<file path="src/design/gpdio_pkg.sv">
// Register map, field layout, reset values and modes of the general-purpose digital I/O block
package gpdio_pkg;

    // Word-aligned byte offsets on the register bus
    localparam logic [4:0] GPDIO_OFS_GP_DIR = 5'h00;
    localparam logic [4:0] GPDIO_OFS_GP_OUT = 5'h04;
    localparam logic [4:0] GPDIO_OFS_GP_IN = 5'h08;
    localparam logic [4:0] GPDIO_OFS_PORT_CTRL = 5'h0C;
    localparam logic [4:0] GPDIO_OFS_PORT_A = 5'h10;
    localparam logic [4:0] GPDIO_OFS_PORT_B = 5'h14;
    localparam logic [4:0] GPDIO_OFS_PORT_C = 5'h18;
    localparam logic [4:0] GPDIO_OFS_STATUS = 5'h1C;

    // Port control register fields
    localparam int GPDIO_CTRL_A_MODE_LO = 0;
    localparam int GPDIO_CTRL_B_MODE = 2;
    localparam int GPDIO_CTRL_A_IN = 3;
    localparam int GPDIO_CTRL_CU_IN = 4;
    localparam int GPDIO_CTRL_B_IN = 5;
    localparam int GPDIO_CTRL_CL_IN = 6;
    localparam int GPDIO_CTRL_INTE_A_IN = 7;
    localparam int GPDIO_CTRL_INTE_A_OUT = 8;
    localparam int GPDIO_CTRL_INTE_B = 9;

    // Status register fields
    localparam int GPDIO_ST_CNT0_UD = 0;
    localparam int GPDIO_ST_CNT1_UD = 1;
    localparam int GPDIO_ST_IBF_A = 2;
    localparam int GPDIO_ST_OBF_A = 3;
    localparam int GPDIO_ST_IBF_B = 4;
    localparam int GPDIO_ST_OBF_B = 5;
    localparam int GPDIO_ST_INTR_A = 6;
    localparam int GPDIO_ST_INTR_B = 7;

    // Third byte port handshake bit positions
    localparam int GPDIO_PC_INTR_B = 0;
    localparam int GPDIO_PC_FLAG_B = 1;
    localparam int GPDIO_PC_STB_B = 2;
    localparam int GPDIO_PC_INTR_A = 3;
    localparam int GPDIO_PC_STB_A = 4;
    localparam int GPDIO_PC_IBF_A = 5;
    localparam int GPDIO_PC_ACK_A = 6;
    localparam int GPDIO_PC_OBF_A = 7;

    // General-purpose line taps
    localparam int GPDIO_CNT0_LINE = 6;
    localparam int GPDIO_CNT1_LINE = 7;

    // Reset values
    localparam logic [7:0] GPDIO_RST_GP_DIR = 8'h00;
    localparam logic [7:0] GPDIO_RST_BYTE = 8'h00;
    localparam logic [9:0] GPDIO_RST_CTRL = 10'h078;

    // Byte-port group A modes, Gray along simple, strobed, bidirectional
    typedef enum logic [1:0] {
        GPDIO_MODE_SIMPLE = 2'b00,
        GPDIO_MODE_STROBED = 2'b01,
        GPDIO_MODE_BIDIR = 2'b11
    } gpdio_mode_e;

endpackage : gpdio_pkg

</file>
<file path="src/design/gpdio_sync_if.sv">
// Raw pin levels into, and synchronised levels out of, the input synchroniser
`timescale 1ns/100ps
interface gpdio_sync_if #(parameter int W = 32);
    logic [W-1:0] raw;
    logic [W-1:0] synced;
    modport producer (output raw, input synced);
    modport syncer (input raw, output synced);
endinterface : gpdio_sync_if

</file>
<file path="src/design/gpdio_sync.sv">
// Two-stage synchroniser bank for all connector inputs
`timescale 1ns/100ps
module gpdio_sync #(
    parameter int W = 32
) (
    // Clock and reset
    input wire logic clk_i,
    input wire logic rst_i,
    // Pin levels in, synchronised levels out
    gpdio_sync_if.syncer sif
);
    typedef struct packed {
        logic [W-1:0] stage2;
        logic [W-1:0] stage1;
    } gpdio_sync_s;

    gpdio_sync_s q;
    gpdio_sync_s d;

    // First stage feeds only the second stage
    always_comb begin
        d = q;
        d.stage1 = sif.raw;
        d.stage2 = q.stage1;
    end

    always_ff @(posedge clk_i) begin
        if (rst_i) begin
            q <= '0;
        end else begin
            q <= d;
        end
    end

    assign sif.synced = q.stage2;
endmodule : gpdio_sync

</file>
<file path="src/design/gpdio_top.sv">
// General-purpose digital lines, counter direction taps and three byte-wide handshake ports
//
// Local design decisions: the Wishbone interface to the registers and the address map.
`timescale 1ns/100ps
module gpdio_top
    import gpdio_pkg::*;
(
    // Clock and reset
    input wire logic clk_i,
    input wire logic rst_i,
    // Wishbone slave
    input wire logic wb_cyc_i,
    input wire logic wb_stb_i,
    input wire logic wb_we_i,
    input wire logic [4:0] wb_adr_i,
    input wire logic [3:0] wb_sel_i,
    input wire logic [31:0] wb_dat_i,
    output logic [31:0] wb_dat_o,
    output logic wb_ack_o,
    // General-purpose lines
    input wire logic [7:0] gp_line_i,
    output logic [7:0] gp_line_o,
    output logic [7:0] gp_line_oe_o,
    // Counter direction taps
    output logic counter0_updown_o,
    output logic counter1_updown_o,
    // Byte ports
    input wire logic [7:0] first_byte_port_i,
    output logic [7:0] first_byte_port_o,
    output logic [7:0] first_byte_port_oe_o,
    input wire logic [7:0] second_byte_port_i,
    output logic [7:0] second_byte_port_o,
    output logic [7:0] second_byte_port_oe_o,
    input wire logic [7:0] third_byte_port_i,
    output logic [7:0] third_byte_port_o,
    output logic [7:0] third_byte_port_oe_o
);

    typedef struct packed {
        logic ack;
        logic [31:0] rdat;
        logic [7:0] gp_dir;
        logic [7:0] gp_out;
        logic [1:0] cnt_ud;
        gpdio_mode_e a_mode;
        logic b_strobed;
        logic a_in;
        logic cu_in;
        logic b_in;
        logic cl_in;
        logic inte_a_in;
        logic inte_a_out;
        logic inte_b;
        logic [7:0] pa_out;
        logic [7:0] pa_latch;
        logic [7:0] pb_out;
        logic [7:0] pb_latch;
        logic [7:0] pc_out;
        logic ibf_a;
        logic obf_a;
        logic ibf_b;
        logic obf_b;
        logic intr_a;
        logic intr_b;
        logic [7:0] pc_prev;
        logic [7:0] pa_oe;
        logic [7:0] pb_oe;
        logic [7:0] pc_pin;
        logic [7:0] pc_oe;
    } gpdio_state_s;

    gpdio_state_s q;
    gpdio_state_s d;

    gpdio_sync_if #(.W(32)) sync_bus ();

    // Every connector input is synchronised before use
    assign sync_bus.raw = {third_byte_port_i, second_byte_port_i, first_byte_port_i, gp_line_i};

    gpdio_sync #(.W(32)) u_sync (
        .clk_i(clk_i),
        .rst_i(rst_i),
        .sif(sync_bus)
    );

    // Byte write under a lane select
    function automatic logic [7:0] gpdio_lane(input logic [7:0] old, input logic [7:0] nw, input logic en);
        gpdio_lane = en ? nw : old;
    endfunction : gpdio_lane

    // Driven bits read back as driven, the rest as the pin
    function automatic logic [7:0] gpdio_readback(input logic [7:0] drv, input logic [7:0] oe,
                                                  input logic [7:0] pin);
        gpdio_readback = (drv & oe) | (pin & ~oe);
    endfunction : gpdio_readback

    function automatic gpdio_mode_e gpdio_to_mode(input logic [1:0] code);
        gpdio_mode_e m;
        m = GPDIO_MODE_SIMPLE;
        unique case (code)
            2'b00: m = GPDIO_MODE_SIMPLE;
            2'b01: m = GPDIO_MODE_STROBED;
            2'b11: m = GPDIO_MODE_BIDIR;
            default: m = GPDIO_MODE_SIMPLE;
        endcase
        gpdio_to_mode = m;
    endfunction : gpdio_to_mode

    logic [7:0] gp_s;
    logic [7:0] pa_s;
    logic [7:0] pb_s;
    logic [7:0] pc_s;

    assign gp_s = sync_bus.synced[7:0];
    assign pa_s = sync_bus.synced[15:8];
    assign pb_s = sync_bus.synced[23:16];
    assign pc_s = sync_bus.synced[31:24];

    always_comb begin
        logic acc;
        logic rd;
        logic wr;
        logic [4:0] ofs;
        logic a_hs;
        logic a_rx;
        logic a_tx;
        logic b_rx;
        logic b_tx;
        logic stb_a_fall;
        logic ack_a_fall;
        logic stb_b_fall;
        logic ack_b_fall;
        logic [7:0] hs_mask;
        logic [7:0] hs_drv;
        logic [7:0] pc_val;
        logic [7:0] pc_dir_oe;
        logic [7:0] status;
        logic [31:0] rmux;
        acc = wb_cyc_i & wb_stb_i & ~q.ack;
        rd = acc & ~wb_we_i;
        wr = acc & wb_we_i;
        ofs = {wb_adr_i[4:2], 2'b00};
        d = q;
        d.ack = acc;
        d.pc_prev = pc_s;

        // Taps follow the pin whatever the line's direction
        d.cnt_ud[0] = gp_s[GPDIO_CNT0_LINE];
        d.cnt_ud[1] = gp_s[GPDIO_CNT1_LINE];

        // Group A uses third-port bits 3 to 7, group B bits 0 to 2
        a_hs = (q.a_mode != GPDIO_MODE_SIMPLE);
        a_rx = (q.a_mode == GPDIO_MODE_BIDIR) || (a_hs && q.a_in);
        a_tx = (q.a_mode == GPDIO_MODE_BIDIR) || (a_hs && !q.a_in);
        b_rx = q.b_strobed && q.b_in;
        b_tx = q.b_strobed && !q.b_in;

        stb_a_fall = q.pc_prev[GPDIO_PC_STB_A] & ~pc_s[GPDIO_PC_STB_A];
        ack_a_fall = q.pc_prev[GPDIO_PC_ACK_A] & ~pc_s[GPDIO_PC_ACK_A];
        stb_b_fall = q.pc_prev[GPDIO_PC_STB_B] & ~pc_s[GPDIO_PC_STB_B];
        ack_b_fall = stb_b_fall;

        status = 8'h00;
        status[GPDIO_ST_CNT0_UD] = q.cnt_ud[0];
        status[GPDIO_ST_CNT1_UD] = q.cnt_ud[1];
        status[GPDIO_ST_IBF_A] = q.ibf_a;
        status[GPDIO_ST_OBF_A] = q.obf_a;
        status[GPDIO_ST_IBF_B] = q.ibf_b;
        status[GPDIO_ST_OBF_B] = q.obf_b;
        status[GPDIO_ST_INTR_A] = q.intr_a;
        status[GPDIO_ST_INTR_B] = q.intr_b;

        // Unmapped offsets read zero and ignore writes
        rmux = 32'h0000_0000;
        unique case (ofs)
            GPDIO_OFS_GP_DIR: rmux[7:0] = q.gp_dir;
            GPDIO_OFS_GP_OUT: rmux[7:0] = q.gp_out;
            GPDIO_OFS_GP_IN: rmux[7:0] = gpdio_readback(q.gp_out, q.gp_dir, gp_s);
            GPDIO_OFS_PORT_CTRL: rmux[9:0] = {q.inte_b, q.inte_a_out, q.inte_a_in, q.cl_in, q.b_in,
                                             q.cu_in, q.a_in, q.b_strobed, q.a_mode};
            GPDIO_OFS_PORT_A: rmux[7:0] = a_rx ? q.pa_latch : gpdio_readback(q.pa_out, q.pa_oe, pa_s);
            GPDIO_OFS_PORT_B: rmux[7:0] = b_rx ? q.pb_latch : gpdio_readback(q.pb_out, q.pb_oe, pb_s);
            GPDIO_OFS_PORT_C: rmux[7:0] = gpdio_readback(q.pc_pin, q.pc_oe, pc_s);
            GPDIO_OFS_STATUS: rmux[7:0] = status;
            default: rmux = 32'h0000_0000;
        endcase
        d.rdat = rd ? rmux : 32'h0000_0000;

        // Reads of a strobed input port release its buffer-full flag
        if (rd && ofs == GPDIO_OFS_PORT_A && a_rx) begin
            d.ibf_a = 1'b0;
        end
        if (rd && ofs == GPDIO_OFS_PORT_B && b_rx) begin
            d.ibf_b = 1'b0;
        end

        if (wr) begin
            unique case (ofs)
                GPDIO_OFS_GP_DIR: d.gp_dir = gpdio_lane(q.gp_dir, wb_dat_i[7:0], wb_sel_i[0]);
                GPDIO_OFS_GP_OUT: d.gp_out = gpdio_lane(q.gp_out, wb_dat_i[7:0], wb_sel_i[0]);
                GPDIO_OFS_PORT_CTRL: begin
                    if (wb_sel_i[0]) begin
                        d.a_mode = gpdio_to_mode(wb_dat_i[GPDIO_CTRL_A_MODE_LO +: 2]);
                        d.b_strobed = wb_dat_i[GPDIO_CTRL_B_MODE];
                        d.a_in = wb_dat_i[GPDIO_CTRL_A_IN];
                        d.cu_in = wb_dat_i[GPDIO_CTRL_CU_IN];
                        d.b_in = wb_dat_i[GPDIO_CTRL_B_IN];
                        d.cl_in = wb_dat_i[GPDIO_CTRL_CL_IN];
                        d.inte_a_in = wb_dat_i[GPDIO_CTRL_INTE_A_IN];
                        // A new mode starts with clean handshake state
                        d.ibf_a = 1'b0;
                        d.obf_a = 1'b0;
                        d.ibf_b = 1'b0;
                        d.obf_b = 1'b0;
                    end
                    if (wb_sel_i[1]) begin
                        d.inte_a_out = wb_dat_i[GPDIO_CTRL_INTE_A_OUT];
                        d.inte_b = wb_dat_i[GPDIO_CTRL_INTE_B];
                    end
                end
                GPDIO_OFS_PORT_A: begin
                    d.pa_out = gpdio_lane(q.pa_out, wb_dat_i[7:0], wb_sel_i[0]);
                    if (wb_sel_i[0] && a_tx) begin
                        d.obf_a = 1'b1;
                    end
                end
                GPDIO_OFS_PORT_B: begin
                    d.pb_out = gpdio_lane(q.pb_out, wb_dat_i[7:0], wb_sel_i[0]);
                    if (wb_sel_i[0] && b_tx) begin
                        d.obf_b = 1'b1;
                    end
                end
                GPDIO_OFS_PORT_C: d.pc_out = gpdio_lane(q.pc_out, wb_dat_i[7:0], wb_sel_i[0]);
                default: d.pc_out = q.pc_out;
            endcase
        end

        // Far-party strobes; a set in the same cycle as a clear wins
        if (a_rx && stb_a_fall) begin
            d.ibf_a = 1'b1;
            d.pa_latch = pa_s;
        end
        if (a_tx && ack_a_fall && !(wr && ofs == GPDIO_OFS_PORT_A)) begin
            d.obf_a = 1'b0;
        end
        if (b_rx && stb_b_fall) begin
            d.ibf_b = 1'b1;
            d.pb_latch = pb_s;
        end
        if (b_tx && ack_b_fall && !(wr && ofs == GPDIO_OFS_PORT_B)) begin
            d.obf_b = 1'b0;
        end

        // Request lines: input side when full and strobe released, output side when empty and ack released
        d.intr_a = (a_rx && q.inte_a_in && q.ibf_a && pc_s[GPDIO_PC_STB_A])
                 | (a_tx && q.inte_a_out && !q.obf_a && pc_s[GPDIO_PC_ACK_A]);
        d.intr_b = q.b_strobed && q.inte_b && pc_s[GPDIO_PC_STB_B]
                 && (b_rx ? q.ibf_b : !q.obf_b);

        // First port drive; bidirectional drives only while the far party acknowledges
        unique case (q.a_mode)
            GPDIO_MODE_SIMPLE: d.pa_oe = {8{!q.a_in}};
            GPDIO_MODE_STROBED: d.pa_oe = {8{!q.a_in}};
            GPDIO_MODE_BIDIR: d.pa_oe = {8{!pc_s[GPDIO_PC_ACK_A]}};
            default: d.pa_oe = 8'h00;
        endcase
        d.pb_oe = {8{!q.b_in}};

        // Third port lends handshake bits to the active groups
        hs_mask = 8'h00;
        hs_drv = 8'h00;
        pc_val = q.pc_out;
        if (a_hs) begin
            hs_mask[GPDIO_PC_INTR_A] = 1'b1;
            hs_drv[GPDIO_PC_INTR_A] = 1'b1;
            pc_val[GPDIO_PC_INTR_A] = q.intr_a;
        end
        if (a_rx) begin
            hs_mask[GPDIO_PC_STB_A] = 1'b1;
            hs_mask[GPDIO_PC_IBF_A] = 1'b1;
            hs_drv[GPDIO_PC_IBF_A] = 1'b1;
            pc_val[GPDIO_PC_IBF_A] = q.ibf_a;
        end
        if (a_tx) begin
            hs_mask[GPDIO_PC_ACK_A] = 1'b1;
            hs_mask[GPDIO_PC_OBF_A] = 1'b1;
            hs_drv[GPDIO_PC_OBF_A] = 1'b1;
            pc_val[GPDIO_PC_OBF_A] = !q.obf_a;
        end
        if (q.b_strobed) begin
            hs_mask[GPDIO_PC_INTR_B] = 1'b1;
            hs_mask[GPDIO_PC_FLAG_B] = 1'b1;
            hs_mask[GPDIO_PC_STB_B] = 1'b1;
            hs_drv[GPDIO_PC_INTR_B] = 1'b1;
            hs_drv[GPDIO_PC_FLAG_B] = 1'b1;
            pc_val[GPDIO_PC_INTR_B] = q.intr_b;
            pc_val[GPDIO_PC_FLAG_B] = b_rx ? q.ibf_b : !q.obf_b;
        end
        pc_dir_oe = {{4{!q.cu_in}}, {4{!q.cl_in}}};
        d.pc_oe = (hs_mask & hs_drv) | (~hs_mask & pc_dir_oe);
        d.pc_pin = pc_val;
    end

    // Reset leaves every line and port undriven
    always_ff @(posedge clk_i) begin
        if (rst_i) begin
            q <= '0;
            q.gp_dir <= GPDIO_RST_GP_DIR;
            q.a_mode <= GPDIO_MODE_SIMPLE;
            q.a_in <= GPDIO_RST_CTRL[GPDIO_CTRL_A_IN];
            q.cu_in <= GPDIO_RST_CTRL[GPDIO_CTRL_CU_IN];
            q.b_in <= GPDIO_RST_CTRL[GPDIO_CTRL_B_IN];
            q.cl_in <= GPDIO_RST_CTRL[GPDIO_CTRL_CL_IN];
            q.pa_out <= GPDIO_RST_BYTE;
            // Edge history starts at the cleared synchroniser level, so reset shows no false fall
        end else begin
            q <= d;
        end
    end

    assign wb_dat_o = q.rdat;
    assign wb_ack_o = q.ack;
    assign gp_line_o = q.gp_out;
    assign gp_line_oe_o = q.gp_dir;
    assign counter0_updown_o = q.cnt_ud[0];
    assign counter1_updown_o = q.cnt_ud[1];
    assign first_byte_port_o = q.pa_out;
    assign first_byte_port_oe_o = q.pa_oe;
    assign second_byte_port_o = q.pb_out;
    assign second_byte_port_oe_o = q.pb_oe;
    assign third_byte_port_o = q.pc_pin;
    assign third_byte_port_oe_o = q.pc_oe;

endmodule : gpdio_top

</file>
<file path="config.mk">
export PLATFORM = sky130hd
export DESIGN_NAME = gpdio_top
export DESIGN_NICKNAME = d
export VERILOG_FILES = /design/src/design/gpdio_pkg.sv /design/src/design/gpdio_sync_if.sv /design/src/design/gpdio_sync.sv /design/src/design/gpdio_top.sv
export SDC_FILE = /design/constraint.sdc
export NUM_CORES = 1
export LEC_CHECK = 0
export BUFFER_PORTS_ARGS = -buffer_cell sky130_fd_sc_hd__buf_2
export CORE_MARGIN = 8
export CORE_UTILIZATION = 55
export CTS_BUF_LIST = sky130_fd_sc_hd__clkbuf_4 sky130_fd_sc_hd__clkbuf_8
export DETAILED_ROUTE_END_ITERATION = 8
export PLACE_DENSITY = 0.82
export REMOVE_ABC_BUFFERS = 1
export SYNTH_ARGS = -nofsm -noshare
export SYNTH_HDL_FRONTEND = slang
export SYNTH_SLANG_ARGS = --single-unit
</file>
<file path="constraint.sdc">
create_clock -name clk_i -period 2.1 [get_ports clk_i]
set_clock_uncertainty 0.15 [all_clocks]
set_input_delay 0.315 -clock clk_i [delete_from_list [all_inputs] [get_ports clk_i]]
set_output_delay 0.315 -clock clk_i [all_outputs]
set_load 0.03 [all_outputs]
</file>
==> summary.md, run 1 <==
| Metric | Value |
|---|---|
| Final period util | `91.5%` |
| Vias per cell | `5.23` |
| Power, Total | `6.14 mW` |
| Register area | `3380 um^2` |
| Synth unique cells | `54` |
| # diodes | `0` |
| # DRC | `0` |
| CP Cell Sequence | `maj3_1 > buf_4 > a31oi_1 > a31oi_1` |
| Slowest cell on the critical path | `maj3_1` |
| Worst-skew pair later-pin latency | `0.47 ns` |
| Max-Cap Viols | `0` |
| Compound-Gate Fraction of Synth Area | `6.97%` |
| IR drop worst, VDD | `0.000486 V` |
| Arr. time, crit path | `2.11 ns` |
| Antenna violations before repair | `0` |
| Largest net degree at the start of global routing | `43` |
| HP Class | `input pin to flip-flop` |
| Synth top area share | `46.9%` |
| Via count | `5452` |
| Post-Synthesis Cells | `758` |
| Critical Path End Type | `flip-flop` |
| Synthesized area | `7210 um^2` |
| Antenna Nets Post-Route | `0` |
| Multiplexer area fraction after synthesis | `11.5%` |
| Htree depth | `4` |
| Power Density | `742 nW/um^2` |
| XOR/XNOR Fraction of Synth Area | `0%` |
| Initial Util | `55.3%` |
| CTS tree | `built` |
| Final setup violation count | `0` |
| Die Area | `17000 um^2` |
| Layout cell share with drive strength beyond 1 | `25.0%` |
| GP Congestion | `0.911` |
| Number of synthesized register bits | `169` |
| Area share of fa/ha/maj cells after synthesis | `0.139%` |
| Routed len/inst | `17.1 um` |
| Core Box Area | `13000 um^2` |
| Cell Rows | `42` |
| Async SR Flop Fraction | `0%` |
| Final worst path period need | `1.92 ns` |
| Crit path launch type | `flip-flop` |
| Status | `finished clean` |
| DRT Pass-1 Iters | `5` |
| Total track usage | `21.2%` |
| Drt initial violations | `353` |
| Die Ht | `131 um` |
| Io pins | `177` |
| Final wirelength | `17800 um` |
| Crit Path Class | `flip-flop to flip-flop` |
| Clock transition at path regs | `0.09 ns` |
| CP max stage delay | `0.58 ns` |
| HPWL Detailed | `12600 um` |
| Clock buffer depth | `2` |
| Fillcell total | `1085` |
| Fmax | `521 MHz` |
| Worst-path fanout max | `13` |
| Setup ws final | `0.179 ns` |
| Vias in the first global route | `5244` |
| Clk root buf | `clkbuf_8` |
| Hold Vio Cnt, Final | `0` |
| Worst Tran Pin Value | `0.516 ns` |
| Multi-input combinational cell area | `2960 um^2` |
| Worst Path Required | `2.29 ns` |
| Sink Count | `169` |
| RSZ-0062 raised after global routing | `no` |
| Post-Syn Area per Cell | `9.52 um^2` |
| Congestion Overflow GR | `0` |
| First-pass GRT wire length | `27800 um` |
| Cell taking the most area after synthesis | `dfxtp_1` |
| Final net count | `933` |
| Post-synthesis to final-layout area growth | `14.7%` |
| Port bufs | `128` |
| Inserted Clock Buffers | `17` |
| Synth Flop Type | `dfxtp_1` |
| Max-slew headroom at the worst pin | `65.6%` |
| Pre-CTS setup slack | `0.108 ns` |
| Leak Pwr | `3.81 nW` |
| YS warnings | `0` |
| CP dominant cell by count | `a31oi_1` |
| Die width | `131 um` |
| Synth Area in Simple Gates | `21.2%` |
| Leading post-synthesis cells by cell area | `dfxtp_1 47%, buf_4 10%, mux2i_1 10%` |
| EDFF count, synth | `0` |
| Max-slew violations | `0` |
| Setup Fix Bufs, Post-CTS | `0` |
| Largest family of logic cells by synthesized area | `simple AND/OR/NAND/NOR gates` |
| Seq/Total Area, Yosys | `46.9%` |
worst max-delay path, delay by kind of cell, from the launching register on:
family,cells,cell delay (ns)
adder cells (fa/ha/maj),1,0.58
buffers and inverters,1,0.24
AO/OA/AOI/OAI,2,0.45
flip-flops,1,0.38
metrics by stage:
stage | utilization (%) | TNS (ns) | instances | hold slack, ns | instance area [um^2]
final | 63.5 | 0 | 1043 | 0.0366 | 8270
after global routing | 63.5 | 0 | 1043 | 0.0309 | 8270
after CTS | 63.5 | 0 | 1043 | 0.00418 | 8270
after detailed placement | 57.5 | 0 | 976 | 0.270 | 7500
after global placement | 57.5 | 0 | 976 | 0.265 | 7500
after floorplan | - | -14.88 | 636 | 0.231 | 6350
area by class of cell:
| cell class | count | area share [%] |
|---|---|---|
| flip-flops and latches | 169 | 40.9 |
| multi-input cells | 464 | 35.8 |
| repair buffers | 200 | 15.5 |
| clock buffers | 18 | 2.92 |
| well taps | 176 | 2.66 |
| clock inverters | 13 | 2.07 |
| inverters | 3 | 0.136 |
per-layer routing:
metal / routed length [um] / track usage [%]
met1: 7340 / 25.5
met2: 8240 / 33.6
met3: 1650 / 6.66
met4: 588 / 10.9
met5: 0 / 0
flip-flops by register name, indices dropped and copies added, names as in the netlist, 3 cells and up:
register	flops
d	3
first_byte_port_o	8
gp_line_o	8
gp_line_oe_o	8
q	40
second_byte_port_o	8
third_byte_port_o	8
third_byte_port_oe_o	7
u_sync.d	32
u_sync.sif.synced	32
wb_dat_o	10
report_power, final:
part / switching, mW / leakage (nW) / internal [mW]
Sequential: 0.0253 / 1.38 / 3.27
Clock: 1.19 / 0.204 / 1.20
Combinational: 0.270 / 2.23 / 0.186
cells by family (layout without fill, tap and decap cells):
kind of cell	after synthesis	count (layout)
and+or+nand+nor	278	278
DFF	169	169
buffers and inverters	146	234
muxes	82	82
AOI/OAI and AO/OA	81	81
adders and majority gates	1	1
other	1	22
final timing paths:
path                startpoint  depth (start not counted)  slack, ns               endpoint
setup / recovery         q[94]                          4       0.18            wb_dat_o[2]
hold reg to reg   u_sync.d[53]                          1       0.29  u_sync.sif.synced[21]
hold / removal     wb_dat_i[2]                          3       0.04                  q[93]
setup reg to reg         q[94]                          4       0.18            wb_dat_o[2]
placed cells by master, fill, tap and decap left out, types with 4 or more instances in the layout:
master,instances
dfxtp_1,169
buf_2,127
nor2b_1,78
mux2i_1,73
nor2_1,64
nand2_1,46
dlygate4sd3_1,36
buf_4,36
a21oi_1,28
conb_1,22
clkbuf_8,17
nor3_1,15
a31oi_1,14
o21ai_0,14
nand3b_1,13
nand3_1,12
a211oi_1,9
mux2_2,9
and3_1,8
nand2b_1,7
and3b_1,6
or3b_2,4
nor4_1,4
clkinv_4,4
synthesized netlist by cell type (all sizes together), types with 3 or more instances:
master  instances
dfxtp         169
buf           117
nor2b          78
mux2i          73
nor2           65
nand2          46
a21oi          28
clkbuf         26
nor3           15
o21ai          15
a31oi          14
nand3          14
nand3b         13
a211oi          9
mux2            9
and3            8
nand2b          7
and3b           6
nor4            4
or3b            4
a221oi          3
inv             3
nand4b          3
nor3b           3
o21bai          3
timing repair:
item                                    CTS  global route
hold endpoints to repair                 35             0
hold buffers                             36             0
endpoints found under the setup margin    0             0
gates resized for setup                   0             0
No activity file was read; power rests on OpenSTA's default activity.
==> run 2, diff against run 1 <==
Settings changed: CORE_UTILIZATION 55 to 60, PLACE_DENSITY 0.82 to 0.88.
Clock period 2.1 ns to 2.5 ns, I/O delays scaled along.
==> summary.md, run 2 (synthesis gave the netlist of run 1 again) <==
| Metric | Value |
|---|---|
| Largest Register | `q` |
| CP Cell Sequence | `dlygate4sd3_1 > buf_2 > and4b_1 > buf_4 > and3_1 > nand3_1 > a21oi_1` |
| Most frequent cells in the layout | `169 x dfxtp_1, 127 x buf_2, 78 x nor2b_1, 73 x mux2i_1, 64 x nor2_1` |
| Hold Vio Cnt, Final | `0` |
| Multi-input combinational cell area | `2960 um^2` |
| Clock buffer depth | `2` |
| Clock transition at path regs | `0.08 ns` |
| Setup Fix Bufs, Post-CTS | `0` |
| HPWL Detailed | `12000 um` |
| Fillcell total | `911` |
| CTS tree | `built` |
| # DRC | `0` |
| Slowest cell on the critical path | `dlygate4sd3_1` |
| Power Density | `628 nW/um^2` |
| Io pins | `177` |
| Setup ws final | `0.384 ns` |
| Status | `finished clean` |
| # diodes | `0` |
| Core Box Area | `11900 um^2` |
| Initial Util | `60.8%` |
| Routed len/inst | `17.5 um` |
| Vias in the first global route | `5284` |
| Max reg flops | `40` |
| Inserted Clock Buffers | `17` |
| Fin cells | `995` |
| Max-slew headroom at the worst pin | `61.3%` |
| Final net count | `913` |
| Arr. time, crit path | `2.35 ns` |
| Die width | `126 um` |
| Worst-skew pair later-pin latency | `0.45 ns` |
| Layout cell share with drive strength beyond 1 | `23.7%` |
| # placed instances | `930` |
| Cell Rows | `40` |
| Final period util | `84.6%` |
| Fmax | `473 MHz` |
| Worst-path fanout max | `9` |
| Via count | `5387` |
| Worst Tran Pin Value | `0.578 ns` |
| GP Congestion | `0.920` |
| Final worst path period need | `2.12 ns` |
| Congestion Overflow GR | `0` |
| Drt initial violations | `398` |
| Critical Path End Type | `flip-flop` |
| CP max stage delay | `0.51 ns` |
| Leak Pwr | `3.70 nW` |
| DRT Pass-1 Iters | `5` |
| Post-synthesis to final-layout area growth | `11.6%` |
| Crit path launch type | `input pin` |
| Largest net degree at the start of global routing | `62` |
| Max-Cap Viols | `0` |
| Register area | `3380 um^2` |
| Antenna violations before repair | `0` |
| Most common cell after layout, fill and taps aside | `dfxtp_1` |
| Pre-CTS setup slack | `0.379 ns` |
| IR drop worst, VDD | `0.000441 V` |
| Final wirelength | `17400 um` |
| Port bufs | `128` |
| Antenna Nets Post-Route | `0` |
| Final setup violation count | `0` |
| Sink Count | `169` |
| RSZ-0062 raised after global routing | `no` |
| Die Area | `15800 um^2` |
| Die Ht | `126 um` |
| Clk root buf | `clkbuf_8` |
| First-pass GRT wire length | `27500 um` |
| Vias per cell | `5.41` |
| Htree depth | `4` |
| Gates resized, CTS repair | `0` |
| HP Class | `input pin to flip-flop` |
| Crit Path Class | `input pin to flip-flop` |
| Max-slew violations | `0` |
| Total track usage | `22.0%` |
| Worst Path Required | `2.73 ns` |
run 2: changes by cell type in the layout (fill, tap and decap cells not counted), moves of 2 or more:
cell,delta
buf_4,-16
clkbuf_8,+2
inv_6,-2
dlygate4sd3_1,-3
clkinv_2,+3
clkinv_4,-3
run 2: final cells by class:
class,count,area share (%)
flip-flops and latches,169,42.0
multi-input cells,464,36.8
repair buffers,180,13.9
clock buffers,21,3.43
well taps,147,2.28
clock inverters,11,1.49
inverters,3,0.140
run 2: critical path, delay by kind of cell:
kind	cells	cell delay, ns
AOI/OAI and AO/OA	1	0.16
buffers and inverters	3	0.84
and+or+nand+nor	3	0.97
run 2: path summary, 6_finish.rpt:
| path | slack [ns] | depth (start not counted) | endpoint | startpoint |
|---|---|---|---|---|
| worst max-delay path | 0.38 | 7 | q[95] | wb_stb_i |
| worst max register to register | 0.46 | 4 | q[56] | q[90] |
| worst min register to register | 0.29 | 1 | u_sync.sif.synced[16] | u_sync.d[48] |
| worst min-delay path | 0.03 | 2 | u_sync.d[46] | first_byte_port_i[6] |
run 2: layer usage:
layer  global-route usage (%)  wire length (um)  vias to the layer above
li1                         -                 -                     2586
met1                     26.3              7040                     2512
met2                     34.9              8120                      255
met3                     7.93              1730                       34
met4                     9.96               493                        0
met5                        0                 0                        -
run 2: timing repair:
item / in CTS / in global routing
endpoints found under the setup margin: 0 / 0
endpoints found under the hold margin: 32 / 0
hold buffers: 33 / 0
run 2: power breakdown:
| part | leakage (nW) | internal (mW) | switching (mW) |
|---|---|---|---|
| Clock | 0.199 | 0.959 | 0.961 |
| Combinational | 2.13 | 0.146 | 0.222 |
| Sequential | 1.38 | 2.75 | 0.0219 |
run 2: per-stage QoR:
| step | instance area, um^2 | setup TNS [ns] | hold WS [ns] | power [mW] | util, % |
|---|---|---|---|---|---|
| floorplan | 6350 | -6.24 | 0.264 | 2.99 | - |
| global placement | 7320 | 0 | 0.268 | 3.15 | 61.7 |
| detailed placement | 7320 | 0 | 0.270 | 3.15 | 61.7 |
| CTS | 8050 | 0 | 0.0101 | 5.07 | 67.9 |
| global route | 8050 | 0 | 0.00811 | 5.23 | 67.9 |
| finish | 8050 | 0 | 0.0272 | 5.06 | 67.9 |
==> run 3, diff against run 2 <==
Settings changed: CORE_UTILIZATION 60 to 50, PLACE_DENSITY 0.88 to 0.78.
Clock period 2.5 ns to 1.8 ns, I/O delays scaled along.
==> summary.md, run 3 (synthesis gave the netlist of run 1 again) <==
| Metric | Value |
|---|---|
| Max-slew violations | `0` |
| Clock transition at path regs | `0.09 ns` |
| # DRC | `0` |
| Setup Fix Bufs, Post-CTS | `0` |
| Crit path launch type | `input pin` |
| Worst-skew pair later-pin latency | `0.46 ns` |
| Vias per cell | `5.06` |
| Final wirelength | `18000 um` |
| Core Box Area | `14300 um^2` |
| Largest Register | `q` |
| Drt initial violations | `442` |
| Setup ws final | `0.0683 ns` |
| Congestion Overflow GR | `0` |
| HP Class | `input pin to flip-flop` |
| # diodes | `0` |
| Die Area | `18500 um^2` |
| Critical path startpoint | `wb_stb_i` |
| Initial Util | `50.4%` |
| Max-Cap Viols | `0` |
| Fmax | `577 MHz` |
| Slowest cell on the critical path | `dlygate4sd3_1` |
| Worst R2R Setup Slack | `0.08 ns` |
| Worst-path fanout max | `11` |
| Largest net degree at the start of global routing | `71` |
| Post-synthesis to final-layout area growth | `17.5%` |
| Hold WS | `0.0248 ns` |
| Antenna Nets Post-Route | `0` |
| Cell Rows | `44` |
| Inserted Clock Buffers | `17` |
| Antenna violations before repair | `0` |
| Leak Pwr | `3.91 nW` |
| Layout cell share with drive strength beyond 1 | `26.1%` |
| Capturing point of the worst reg2reg path | `wb_dat_o[0]` |
| Arr. time, crit path | `1.98 ns` |
| Port bufs | `128` |
| Htree depth | `4` |
| RSZ-0062 raised after global routing | `no` |
| Critical Path End Type | `flip-flop` |
| Hold Vio Cnt, Final | `0` |
| Routed len/inst | `16.9 um` |
| First-pass GRT wire length | `28000 um` |
| Worst Path Required | `2.05 ns` |
| Worst Setup EP | `q[95]` |
| Fillcell total | `1242` |
| Most frequent cells in the layout | `168 x dfxtp_1, 127 x buf_2, 78 x nor2b_1, 73 x mux2i_1, 64 x nor2_1` |
| Final period util | `96.2%` |
| Power Density | `845 nW/um^2` |
| Final setup violation count | `0` |
| Pre-CTS setup slack | `-0.00605 ns` |
| GP Congestion | `0.909` |
| Final net count | `949` |
| Clock buffer depth | `2` |
| Final worst path period need | `1.73 ns` |
| Status | `finished clean` |
| CTS tree | `built` |
| Die width | `136 um` |
| HPWL Detailed | `13100 um` |
| Die Ht | `136 um` |
| Vias in the first global route | `5326` |
| Io pins | `177` |
| Crit Path Class | `input pin to flip-flop` |
| IR drop worst, VDD | `0.000637 V` |
| Reg2reg start | `q[90]` |
| Max reg flops | `40` |
| Sink Count | `169` |
| Clk root buf | `clkbuf_8` |
| DRT Pass-1 Iters | `5` |
| Reg2Reg Depth | `5` |
| Most common cell after layout, fill and taps aside | `dfxtp_1` |
| Via count | `5408` |
| Total track usage | `19.7%` |
| CP Cell Sequence | `dlygate4sd3_1 > buf_2 > and4b_1 > buf_12 > and3_1 > nand3_1 > a21oi_1` |
| CP max stage delay | `0.52 ns` |
[run 3: how the worst min path moves through the flow]
| stage | from | end | slack (ns) | cells after the start |
|---|---|---|---|---|
| 2_1_floorplan | rst_i | q[42] | 0.19 | 1 |
| 3_3_place_gp | u_sync.d[56] | u_sync.sif.synced[24] | 0.27 | 1 |
| 3_5_place_dp | u_sync.d[49] | u_sync.sif.synced[17] | 0.27 | 1 |
| 4_1_cts | wb_dat_i[7] | q[88] | 0.002 | 3 |
| 5_1_grt | wb_dat_i[3] | q[92] | 0.03 | 3 |
| 6_report | wb_dat_i[4] | q[91] | 0.02 | 3 |
[run 3: per-stage QoR]
| step | std cells | util [%] | setup TNS, ns | instance area (um^2) | power (mW) |
|---|---|---|---|---|---|
| finish | 1068 | 59.2 | 0 | 8470 | 7.16 |
| detailed placement | 994 | 53.3 | -0.0121 | 7630 | 4.42 |
| global placement | 994 | 53.3 | -0.0371 | 7630 | 4.41 |
| global route | 1068 | 59.2 | 0 | 8470 | 7.43 |
| floorplan | 636 | - | -25.46 | 6350 | 4.15 |
| CTS | 1068 | 59.1 | 0 | 8460 | 7.21 |
[run 3: worst max-delay path, delay by kind of cell]
family / cells / cell delay (ns)
AND/OR/NAND/NOR: 3 / 0.78
AO/OA/AOI/OAI: 1 / 0.14
buffers and inverters: 3 / 0.78
[run 3: repair_timing]
action,in CTS,in global routing
endpoints found under the setup margin,9,9
endpoints found under the hold margin,47,0
pin swaps,0,0
resized for setup,2,2
hold buffers,42,0
[run 3: cell type report]
| class | instances | area, um^2 | share of cell area, % |
|---|---|---|---|
| tap | 184 | 230 | 2.72 |
| inverter | 3 | 11.3 | 0.133 |
| clock inverter | 14 | 159 | 1.88 |
| multi-input combinational | 464 | 2970 | 35.0 |
| sequential | 169 | 3380 | 39.9 |
| clock buffer | 18 | 248 | 2.92 |
| timing repair buffer | 216 | 1480 | 17.4 |
[run 3: power by group]
group          internal [mW]  switching, mW
clock network           1.31           1.44
logic                  0.248          0.321
registers               3.81         0.0303
total                   5.37           1.79
[run 3: metal layers]
layer	part of all wire (%)	GRT usage [%]	up-vias
li1	-	-	2659
met1	42	23.3	2523
met2	49	33.0	195
met3	7.3	5.73	31
met4	2.1	7.57	0
met5	0	0	-
